**config.mk**
```make
export PLATFORM = sky130hd
export DESIGN_NAME = aed_axis_error_detector
export DESIGN_NICKNAME = d
export VERILOG_FILES = /design/src/logic/aed_pkg.sv /design/src/logic/aed_code_reg.sv /design/src/logic/aed_axis_error_detector.sv
export SDC_FILE = /design/constraint.sdc
export NUM_CORES = 1
export LEC_CHECK = 0
export ABC_AREA = 0
export BUFFER_PORTS_ARGS = -buffer_cell sky130_fd_sc_hd__clkbuf_2
export CORE_AREA = 5 5 130 107
export DETAILED_ROUTE_END_ITERATION = 6
export DIE_AREA = 0 0 135 112
export GPL_TIMING_DRIVEN = 0
export HOLD_SLACK_MARGIN = 0.15
export PLACE_DENSITY = 0.83
export SLEW_MARGIN = 10
export SYNTH_ARGS = -nofsm -noshare
export SYNTH_HDL_FRONTEND = slang
export SYNTH_HIERARCHICAL = 1
export SYNTH_SLANG_ARGS = --single-unit
```
**constraint.sdc**
```tcl
create_clock -name clk -period 6.73 [get_ports clk]
set_input_delay 1.346 -clock clk [delete_from_list [all_inputs] [get_ports clk]]
set_output_delay 1.346 -clock clk [all_outputs]
set_load 0.03 [all_outputs]
```
**src/logic/aed_pkg.sv**
```systemverilog
// Package of constants for the axis error detector.
// Assumes a single 125 MHz controller clock and no software register bus.
package aed_pkg;

  // Error codes reported on the status output
  localparam logic [15:0] AED_CODE_NONE        = 16'h0000;
  localparam logic [15:0] AED_CODE_DATA_ILL    = 16'h004a;
  localparam logic [15:0] AED_CODE_POS_OVF     = 16'h004d;
  localparam logic [15:0] AED_CODE_ROT_RANGE   = 16'h004e;
  localparam logic [15:0] AED_CODE_ENC_POWER   = 16'h004f;
  localparam logic [15:0] AED_CODE_PRX_LIM     = 16'h0052;
  localparam logic [15:0] AED_CODE_LIM_START   = 16'h0053;
  localparam logic [15:0] AED_CODE_LIM_REVERSE = 16'h0054;

  // Numeric limits
  localparam int          AED_ROT_LIMIT_HARD   = 99999;
  localparam int          AED_ROT_LIMIT_SOFT   = 99998;
  localparam logic [31:0] AED_POS_MAX          = 32'h7fffffff;

  // Stop methods
  localparam logic [1:0]  AED_STOP_NONE        = 2'h0;
  localparam logic [1:0]  AED_STOP_DECEL       = 2'h1;
  localparam logic [1:0]  AED_STOP_ACCUM       = 2'h2;

  // Latch states, one-hot
  typedef enum logic [1:0] {
    AED_ST_IDLE  = 2'b01,
    AED_ST_ERROR = 2'b10
  } aed_state_t;

endpackage : aed_pkg

```
**src/logic/aed_code_reg.sv**
```systemverilog
// Holding register for the latched error code and stop method.
// Assumes the caller gives load and clear as single-cycle qualifiers.
`timescale 1ns/1ps
`default_nettype none
module aed_code_reg
  import aed_pkg::*;
(
  input  wire logic        clk,
  input  wire logic        resetn,
  input  wire logic        ce,
  input  wire logic        load,
  input  wire logic        clear,
  input  wire logic [15:0] code_in,
  input  wire logic [1:0]  stop_in,
  output logic      [15:0] code_ff,
  output logic      [1:0]  stop_ff
);

  // Load wins over clear so a fresh error is not lost
  always_ff @(posedge clk)
  begin
    if (!resetn)
    begin
      code_ff <= AED_CODE_NONE;
      stop_ff <= AED_STOP_NONE;
    end
    else if (ce && load)
    begin
      code_ff <= code_in;
      stop_ff <= stop_in;
    end
    else if (ce && clear)
    begin
      code_ff <= AED_CODE_NONE;
      stop_ff <= AED_STOP_NONE;
    end
  end

endmodule : aed_code_reg
`default_nettype wire

```
**src/logic/aed_axis_error_detector.sv**
```systemverilog
// Axis error detector: encoder, counter and origin-search checks.
// Assumes all inputs synchronous to clk; the encoder and sensors sit outside.
`timescale 1ns/1ps
`default_nettype none

// Operation
// - Valid, fault-free encoder data flagged illegal gives code 004A and a deceleration stop.
// - Present position counter going past 2147483647 gives code 004D and an accumulated-pulse stop.
// - Setting position from the encoder with rotations beyond +-99999 gives 004E and decel stop.
// - Rotations within +-99998 whose corrected sum overflows the counter also give 004E.
// - Encoder supply loss or internal fault gives code 004F and a deceleration stop.
// - Proximity and search-direction limit both on during a search gives 0052 and decel stop.
// - Search-direction limit on at start of a one-direction search gives 0053 and decel stop.
// - Search-direction limit on while a reverse search reverses on proximity gives 0054.
module aed_axis_error_detector
  import aed_pkg::*;
(
  input  wire logic               clk,
  input  wire logic               resetn,
  input  wire logic               ce,
  input  wire logic               enc_data_valid,
  input  wire logic               enc_comm_fault,
  input  wire logic               encoder_data_illegal,
  input  wire logic               encoder_power_fault,
  input  wire logic               pos_step,
  input  wire logic               pos_dir_neg,
  input  wire logic               pos_set_req,
  input  wire logic signed [31:0] rot_count,
  input  wire logic signed [31:0] rot_correction,
  input  wire logic               search_active,
  input  wire logic               search_start,
  input  wire logic               search_one_dir,
  input  wire logic               search_reversing,
  input  wire logic               origin_proximity,
  input  wire logic               search_limit,
  input  wire logic               error_clear,
  output logic                    error_ff,
  output logic             [15:0] error_code_ff,
  output logic             [1:0]  stop_method_ff,
  output logic                    motion_allow_ff,
  output logic signed      [31:0] position_ff
);

  ////////////////////////////////////////////////////////////////////////
  // Helpers

  // Magnitude test against a symmetric limit
  function automatic logic beyond(input logic signed [31:0] v, input int lim);
    beyond = (v > 32'(lim)) || (v < -32'(lim));
  endfunction : beyond

  ////////////////////////////////////////////////////////////////////////
  // Detection

  logic signed [32:0] corr_sum;
  logic signed [32:0] sum_max;
  logic               pos_load;
  logic               pos_at_max;
  logic               pos_at_min;
  logic               ev_data;
  logic               ev_ovf;
  logic               ev_rot;
  logic               ev_power;
  logic               ev_prx;
  logic               ev_start;
  logic               ev_rev;
  logic               any_ev;
  logic [15:0]        ev_code;
  logic [1:0]         ev_stop;
  logic               latch_clear;
  aed_state_t         state_ff;
  aed_state_t         nxt_state;
  logic               nxt_error;
  logic               nxt_allow;
  logic signed [31:0] nxt_position;
  logic [15:0]        held_code;
  logic [1:0]         held_stop;

  // Corrected rotation sum, one extra bit to see overflow
  assign corr_sum   = 33'(rot_count) + 33'(rot_correction);
  assign sum_max    = $signed({1'b0, AED_POS_MAX});
  assign pos_at_max = (position_ff == $signed(AED_POS_MAX));
  assign pos_at_min = (position_ff == -$signed(AED_POS_MAX));

  // Individual error events
  assign ev_data  = enc_data_valid && !enc_comm_fault && encoder_data_illegal;
  assign ev_ovf   = pos_step && (pos_dir_neg ? pos_at_min : pos_at_max);
  assign ev_rot   = pos_set_req && (beyond(rot_count, AED_ROT_LIMIT_HARD)
                 || (!beyond(rot_count, AED_ROT_LIMIT_SOFT)
                     && (corr_sum > sum_max || corr_sum < -sum_max)));
  assign ev_power = encoder_power_fault;
  assign ev_prx   = search_active && origin_proximity && search_limit;
  assign ev_start = search_start && search_one_dir && search_limit;
  assign ev_rev   = search_active && search_reversing && search_limit
                 && !origin_proximity;
  assign any_ev   = ev_data | ev_ovf | ev_rot | ev_power | ev_prx | ev_start | ev_rev;

  // Priority encode: supply fault first, search faults last
  assign ev_code = ev_power ? AED_CODE_ENC_POWER   :
                   ev_data  ? AED_CODE_DATA_ILL    :
                   ev_ovf   ? AED_CODE_POS_OVF     :
                   ev_rot   ? AED_CODE_ROT_RANGE   :
                   ev_prx   ? AED_CODE_PRX_LIM     :
                   ev_start ? AED_CODE_LIM_START   :
                              AED_CODE_LIM_REVERSE;
  assign ev_stop = (ev_ovf && !ev_power && !ev_data) ? AED_STOP_ACCUM : AED_STOP_DECEL;

  ////////////////////////////////////////////////////////////////////////
  // Latch

  assign latch_clear = error_clear && !any_ev;

  // Error latch state, set wins over clear
  always_comb
  begin
    nxt_state = state_ff;
    unique case (state_ff)
      AED_ST_IDLE:  if (any_ev) nxt_state = AED_ST_ERROR;
      AED_ST_ERROR: if (latch_clear) nxt_state = AED_ST_IDLE;
      default:      nxt_state = AED_ST_IDLE;
    endcase
  end

  assign nxt_error = (nxt_state == AED_ST_ERROR);
  assign nxt_allow = !nxt_error;

  // Position counter: a clean encoder set loads the corrected sum, else steps count
  assign pos_load     = pos_set_req && !any_ev && state_ff == AED_ST_IDLE;
  assign nxt_position = pos_load ? corr_sum[31:0]
                      : (pos_step && !ev_ovf && state_ff == AED_ST_IDLE)
                        ? (pos_dir_neg ? position_ff - 32'sd1 : position_ff + 32'sd1)
                        : position_ff;

  // Held code register
  aed_code_reg u_code
  (
    .clk     (clk),
    .resetn  (resetn),
    .ce      (ce),
    .load    (any_ev),
    .clear   (latch_clear),
    .code_in (ev_code),
    .stop_in (ev_stop),
    .code_ff (held_code),
    .stop_ff (held_stop)
  );

  // State and output flops
  always_ff @(posedge clk)
  begin
    if (!resetn)
    begin
      state_ff        <= AED_ST_IDLE;
      error_ff        <= 1'b0;
      motion_allow_ff <= 1'b1;
      position_ff     <= '0;
    end
    else if (ce)
    begin
      state_ff        <= nxt_state;
      error_ff        <= nxt_error;
      motion_allow_ff <= nxt_allow;
      position_ff     <= nxt_position;
    end
  end

  // Code outputs mirror the holding register
  always_ff @(posedge clk)
  begin
    if (!resetn)
    begin
      error_code_ff  <= AED_CODE_NONE;
      stop_method_ff <= AED_STOP_NONE;
    end
    else if (ce)
    begin
      error_code_ff  <= held_code;
      stop_method_ff <= held_stop;
    end
  end
endmodule : aed_axis_error_detector
`default_nettype wire

```
# == Word-level counts from Yosys, hierarchy flattened ==
# Cells that the tools add are included.
# word_totals
romBits,0
memories,0
out_inout_bits,52
ff_bits,72
mem_bits_rw,0
latch_bits,0
input_bits,81
# op_classes
mul,0
bitwise,6
shift,0
addsub,3
n_lt_le_gt_ge,6
n_eq_ne,5
div_mod_pow,0
n_mux,18
n_reduce_logical,36
# ops
operator,count
$mux W32,3
$eq A32 B32 Y1 const B,2
$gt A32 B18 Y1 const B,2
$lt A32 B18 Y1 const B,2
$add A32 B32 Y33,1
$gt A33 B32 Y1 const B,1
$lt A33 B32 Y1 const B,1
$add A32 B1 Y32 const B,1
$mux W16,2
$sub A32 B1 Y32 const B,1
$logic_and A1 B1 Y1,21
$mux W5,4
$mux W2,5
$logic_not A1 Y1,8
$mux W3,2
$or A1 B1 Y1,6
$eq A2 B2 Y1 const B,2
$logic_or A1 B1 Y1,4
$pmux W2 S2,1
$reduce_bool A2 Y1,2
$eq A2 B1 Y1 const B,1
$reduce_and A2 Y1,1
$mux W1,1

# == Logic depth before layout (Yosys ltp) ==
# logic_depth
word_depth,17
mapped_depth,18
ltp_nobuf,17

# == Cells and area by module ==
# Netlist, hierarchy kept.
# modules_own_cells
mod,area_each_um2,n_inst,cells_each
aed_axis_error_detector,6428.7,1,857
aed_code_reg,743.2,1,81

# == Worst setup path before layout ==
# No wires, ideal clock.
# synth_timing
kind,input to register
start,input rot_count[24]
end,register u_code.code_ff[0]
setup_time_ns,0.073
path_slack_ns,2.169
arrival_ns,4.489
path_stages,16
required_time_ns,6.657
path_cell_list,ha_1 clkbuf_1 nand2_1 or4_1 o31a_1 a31o_1 a22o_1 a21o_1 a221oi_4 nand2_1 o21ai_2 nor2_1 o21a_1 buf_6 buf_8 o22ai_2
# synth_via
elab_chain_cells,15
# synth_rtl
element,line,source
from (decl),aed_axis_error_detector.sv:28,"input wire logic signed [31:0] rot_count,"
"$add A32 B32 Y33, or another cell as far along",aed_axis_error_detector.sv:80,assign corr_sum = 33'(rot_count) + 33'(rot_correction);
"$gt A33 B32 Y1, or another cell as far along",aed_axis_error_detector.sv:90,&& (corr_sum > sum_max || corr_sum < -sum_max)));
$logic_or A1 B1 Y1 / $logic_not A1 Y1 (equally long branches),"aed_axis_error_detector.sv:90, aed_axis_error_detector.sv:89",
$logic_and A1 B1 Y1,aed_axis_error_detector.sv:90,
$logic_or A1 B1 Y1 (*),aed_axis_error_detector.sv:89,"|| (!beyond(rot_count, AED_ROT_LIMIT_SOFT)"
$logic_and A1 B1 Y1 (*),aed_axis_error_detector.sv:88,"assign ev_rot = pos_set_req && (beyond(rot_count, AED_ROT_LIMIT_HARD)"
$or A1 B1 Y1 (*) (5 in series),aed_axis_error_detector.sv:96,assign any_ev = ev_data | ev_ovf | ev_rot | ev_power | ev_prx | ev_start | ev_rev;
net any_ev,aed_axis_error_detector.sv:67,logic any_ev;
$logic_not A1 Y1 (*),aed_axis_error_detector.sv:111,assign latch_clear = error_clear && !any_ev;
$logic_and A1 B1 Y1 (*),aed_axis_error_detector.sv:111,
net latch_clear,aed_axis_error_detector.sv:70,logic latch_clear;
$logic_and A1 B1 Y1 (*),aed_code_reg.sv:32,else if (ce && clear)
$reduce_bool A2 Y1 (no line) (*),n/a,
to (signal assigned),aed_code_reg.sv:29,code_ff <= code_in;
to (decl),aed_code_reg.sv:15,"output logic [15:0] code_ff,"
# The timed path passes the listed nets; every way through them passes the cells marked *.
# A chain may end at the register's enable or synchronous reset.

# == Worst setup path after layout ==
# layout_timing
start,input rot_count[4]
end,register position_ff[20]
# layout_via
elab_chain_cells,16
# layout_rtl
element,line,source
"$add A32 B32 Y33, or another cell as far along",aed_axis_error_detector.sv:80,
"$gt A33 B32 Y1, or another cell as far along",aed_axis_error_detector.sv:90,
$logic_or A1 B1 Y1 / $logic_not A1 Y1 (equally long branches),"aed_axis_error_detector.sv:90, aed_axis_error_detector.sv:89",
$logic_and A1 B1 Y1,aed_axis_error_detector.sv:90,
$logic_or A1 B1 Y1,aed_axis_error_detector.sv:89,
$logic_and A1 B1 Y1,aed_axis_error_detector.sv:88,
$or A1 B1 Y1 (5 in series),aed_axis_error_detector.sv:96,
$logic_not A1 Y1,aed_axis_error_detector.sv:128,assign pos_load = pos_set_req && !any_ev && state_ff == AED_ST_IDLE;
$logic_and A1 B1 Y1 (2 in series),aed_axis_error_detector.sv:128,
$reduce_bool A2 Y1 (no line),n/a,
$reduce_and A2 Y1 (no line),n/a,
to (signal assigned),aed_axis_error_detector.sv:163,position_ff <= nxt_position;
to (decl),aed_axis_error_detector.sv:41,output logic signed [31:0] position_ff
# Parallel ways exist; a longest one is shown, timed or not.

==> results_dict.tcl <==
set metrics [dict create \
    status "finished clean" \
    finalCriticalPeriod_ps 5270 \
    ys_warn_count 6 \
    power.share.clock_pct 29.3 \
    report.final.hold_viol_count 0 \
    clk_path_buf_depth 2 \
    dieHeight_um 112 \
    clock_latency_ps 340 \
    grt_pass1_vias 6999 \
    start_kind "input pin" \
    postCtsSetupBuffers 0 \
    grt_pass1_wl_mm 34.7 \
    skew_ps 10.8 \
    setup_viol 0 \
    synth_top_area_share_pct 20.1 \
    port-buffer-count 132 \
    path_max_fanout 10 \
    power_leakage_uw 0.00395 \
    clk_pin_slew_ps 60 \
    comb_power_share_pct 41.1 \
    yosys-top-cells-area "dfxtp_1, ha_1, a21oi_1, nand2_1, mux2i_1" \
    antenna_found_initial 0 \
    required_ps 6900 \
    diodes 0 \
    dieWidth_um 135 \
    ctsHtreeMaxLevel 3 \
    hpwl_mm 17.1 \
    die_area_sq_um 15100 \
    wirelength_mm 21.7 \
    start_util_pct 57.2 \
    use_met3_pct 4.88 \
    p_sw_share_pct 38.7 \
    synthFlopType "dfxtp_1" \
    worstHoldPathType "reg2reg" \
    syn_inst 938 \
    worstSetupEndpointType "register" \
    nNetsFinal 1238 \
    max_freq_ghz 0.190 \
    synth_area_sq_um 7170 \
    cts_tree "built" \
    cpPeakStageDelay_ps 700 \
    worstSetupPathType "in2reg" \
    ctsRootBufferMaster "clkbuf_16" \
    hold_ws_ps 468 \
    post_drt_wl_per_cell_um 17.1 \
    top_usage_layer "met2" \
    cp_data_arrival_time_ps 5440 \
    avgSynthCellArea_sq_um 7.65 \
    track_usage_pct 28.1 \
    fillers 1130 \
    grt_use_met1_pct 41.5 \
    fin_crit_sh_pct 78.3 \
    cts.sinks 72 \
    drc 0 \
    drive_gt1_share_pct 18.0 \
    route.vias.total 7720 \
    slew_viol_final 0 \
    maxCapViolCount 0 \
    power_density_nw_per_um2 195 \
    synth_edf_count 0 \
    p_int_uw 1000 \
    ant_nets 0 \
    seq_power_share_pct 29.7 \
    cpMaxStageDelayCell "o31ai_1" \
    synth-seq-area-share_pct 20.1 \
    use_met2_pct 42.1 \
    drtIter0Drc 584 \
    synth_cell_types 84 \
    worst_pin_slew_ps 886 \
    grt_max_degree 33 \
    pin_count 133 \
    vias_per_cell 6.08 \
    path_cells "clkbuf_2 > ha_1 > nor3_1 > nor2_1 > o31ai_1 > o211ai_1 > xnor2_1 > nand4_1 > nor4_1 > and4_1 > a21o_1 > a31oi_2 > clkbuf_1 > o21ai_0 > a21oi_1" \
    synth_commonest_cells "nand2_1, a21oi_1, dfxtp_1" \
    area_delta_synth_final_pct 16.9 \
    peakVddDrop_uv 165 \
    grt-ovfl-total 0 \
    cts-buffers-inserted 9 \
    place.gp.congestion 0.968 \
    synth.most_common_cell "nand2_1" \
    cts_hold_buffers 0 \
    p_switching_uw 632 \
    cts_resized 0 \
    ys_ff_latch 72 \
    core_area_sq_um 12500 \
    slew_headroom_pct 40.4 \
    drtPass1Iterations 5 \
    ys_async_sr_fraction_pct 0 \
    fp-row-count 37 \
    rsz0062_at_grt "false" \
    synth_top_area_cell "dfxtp_1" \
    setup_tns_ps 0 \
]
## metal layers
metal  up-vias  share of wire (%)
met5         -                  0
met3        34                8.7
li1       3796                  -
met2       332                 43
met1      3558                 47
met4         0                1.7
## per-stage QoR
step	power [uW]	worst slack, ps	util (%)	cells	cell area [sq um]
final	1630	1460	66.8	1270	8380
after global routing	1730	1260	66.8	1270	8380
after CTS	1630	1560	66.8	1270	8380
after detailed placement	1150	1270	64.4	1254	8090
after global placement	1140	1350	64.4	1254	8090
after floorplan	972	2170	-	947	7210
## power by group through the flow
stage	clock network, uW	registers (uW)	logic, uW
floorplan	0	532	440
global placement	0	492	643
detailed placement	0	493	654
CTS	484	484	660
global route	505	488	734
finish	479	485	671
## worst paths after layout
kind,start,slack [ps],cells past startpoint,to
max reg2reg,position_ff[22]$_SDFFE_PN0P_,3070,13,position_ff[20]$_SDFFE_PN0P_
max,rot_count[4],1460,15,position_ff[20]$_SDFFE_PN0P_
min reg2reg,error_ff$_SDFFE_PN0P_,470,2,error_ff$_SDFFE_PN0P_
min,error_ff$_SDFFE_PN0P_,470,2,error_ff$_SDFFE_PN0P_
## cell families (layout without fill, tap and decap cells)
| kind of cell | after synthesis | in the layout | synth area share (%) |
|---|---|---|---|
| compound gates | 322 | 322 | 30.3 |
| xor+xnor | 51 | 51 | 6.23 |
| fa+ha+maj | 67 | 67 | 11.9 |
| buf+inv | 74 | 222 | 4.90 |
| flops | 72 | 72 | 20.1 |
| mux | 42 | 42 | 6.00 |
| other cells | 2 | 11 | 0.105 |
| simple gates | 308 | 308 | 20.5 |
## worst max-delay path: cells and delay by family
kind            cells  cell delay [ps]
compound gates      6             1760
simple gates        5             1110
buf+inv             2              460
xor+xnor            1              380
fa+ha+maj           1              360
## cell type report
class	instances	area (sq um)	share of cell area, %
inverter	36	135	1.61
timing repair buffer	132	661	7.88
sequential	72	1440	17.2
clock inverter	7	71.3	0.851
buffer	38	216	2.58
clock buffer	9	225	2.69
multi-input combinational	801	5410	64.6
tap	175	219	2.61
## state kept, by name, summed over array words and instances (netlist names)
| register | cells |
|---|---|
| position_ff | 32 |
| error_code_ff | 16 |
| u_code/code_ff | 16 |
| state_ff | 2 |
| stop_method_ff | 2 |
| u_code/stop_ff | 2 |
| error_ff | 1 |
| motion_allow_ff | 1 |
## cells in the final DEF (no fill, tap or decap), types with 8 or more instances in the layout
master	netlist	layout
conb_1	2	11
a31oi_1	12	12
mux2i_1	34	34
a21o_1	28	28
nor3_1	20	20
o21ai_1	11	11
nor4_1	17	17
inv_1	36	36
dfxtp_1	72	72
o21a_1	12	12
xnor2_1	33	33
buf_2	16	16
nand2_1	117	117
nand4_1	19	19
o21ai_0	58	58
ha_1	65	65
nand2b_1	10	10
clkbuf_16	0	9
clkbuf_1	13	13
and3_1	9	9
xor2_1	18	18
o21bai_1	11	11
nand3_1	19	19
o22ai_2	10	10
o22ai_1	13	13
a21oi_1	89	89
clkbuf_2	0	132
mux2_1	8	8
nor2_1	59	59
Power figures use the tool's default switching activity.
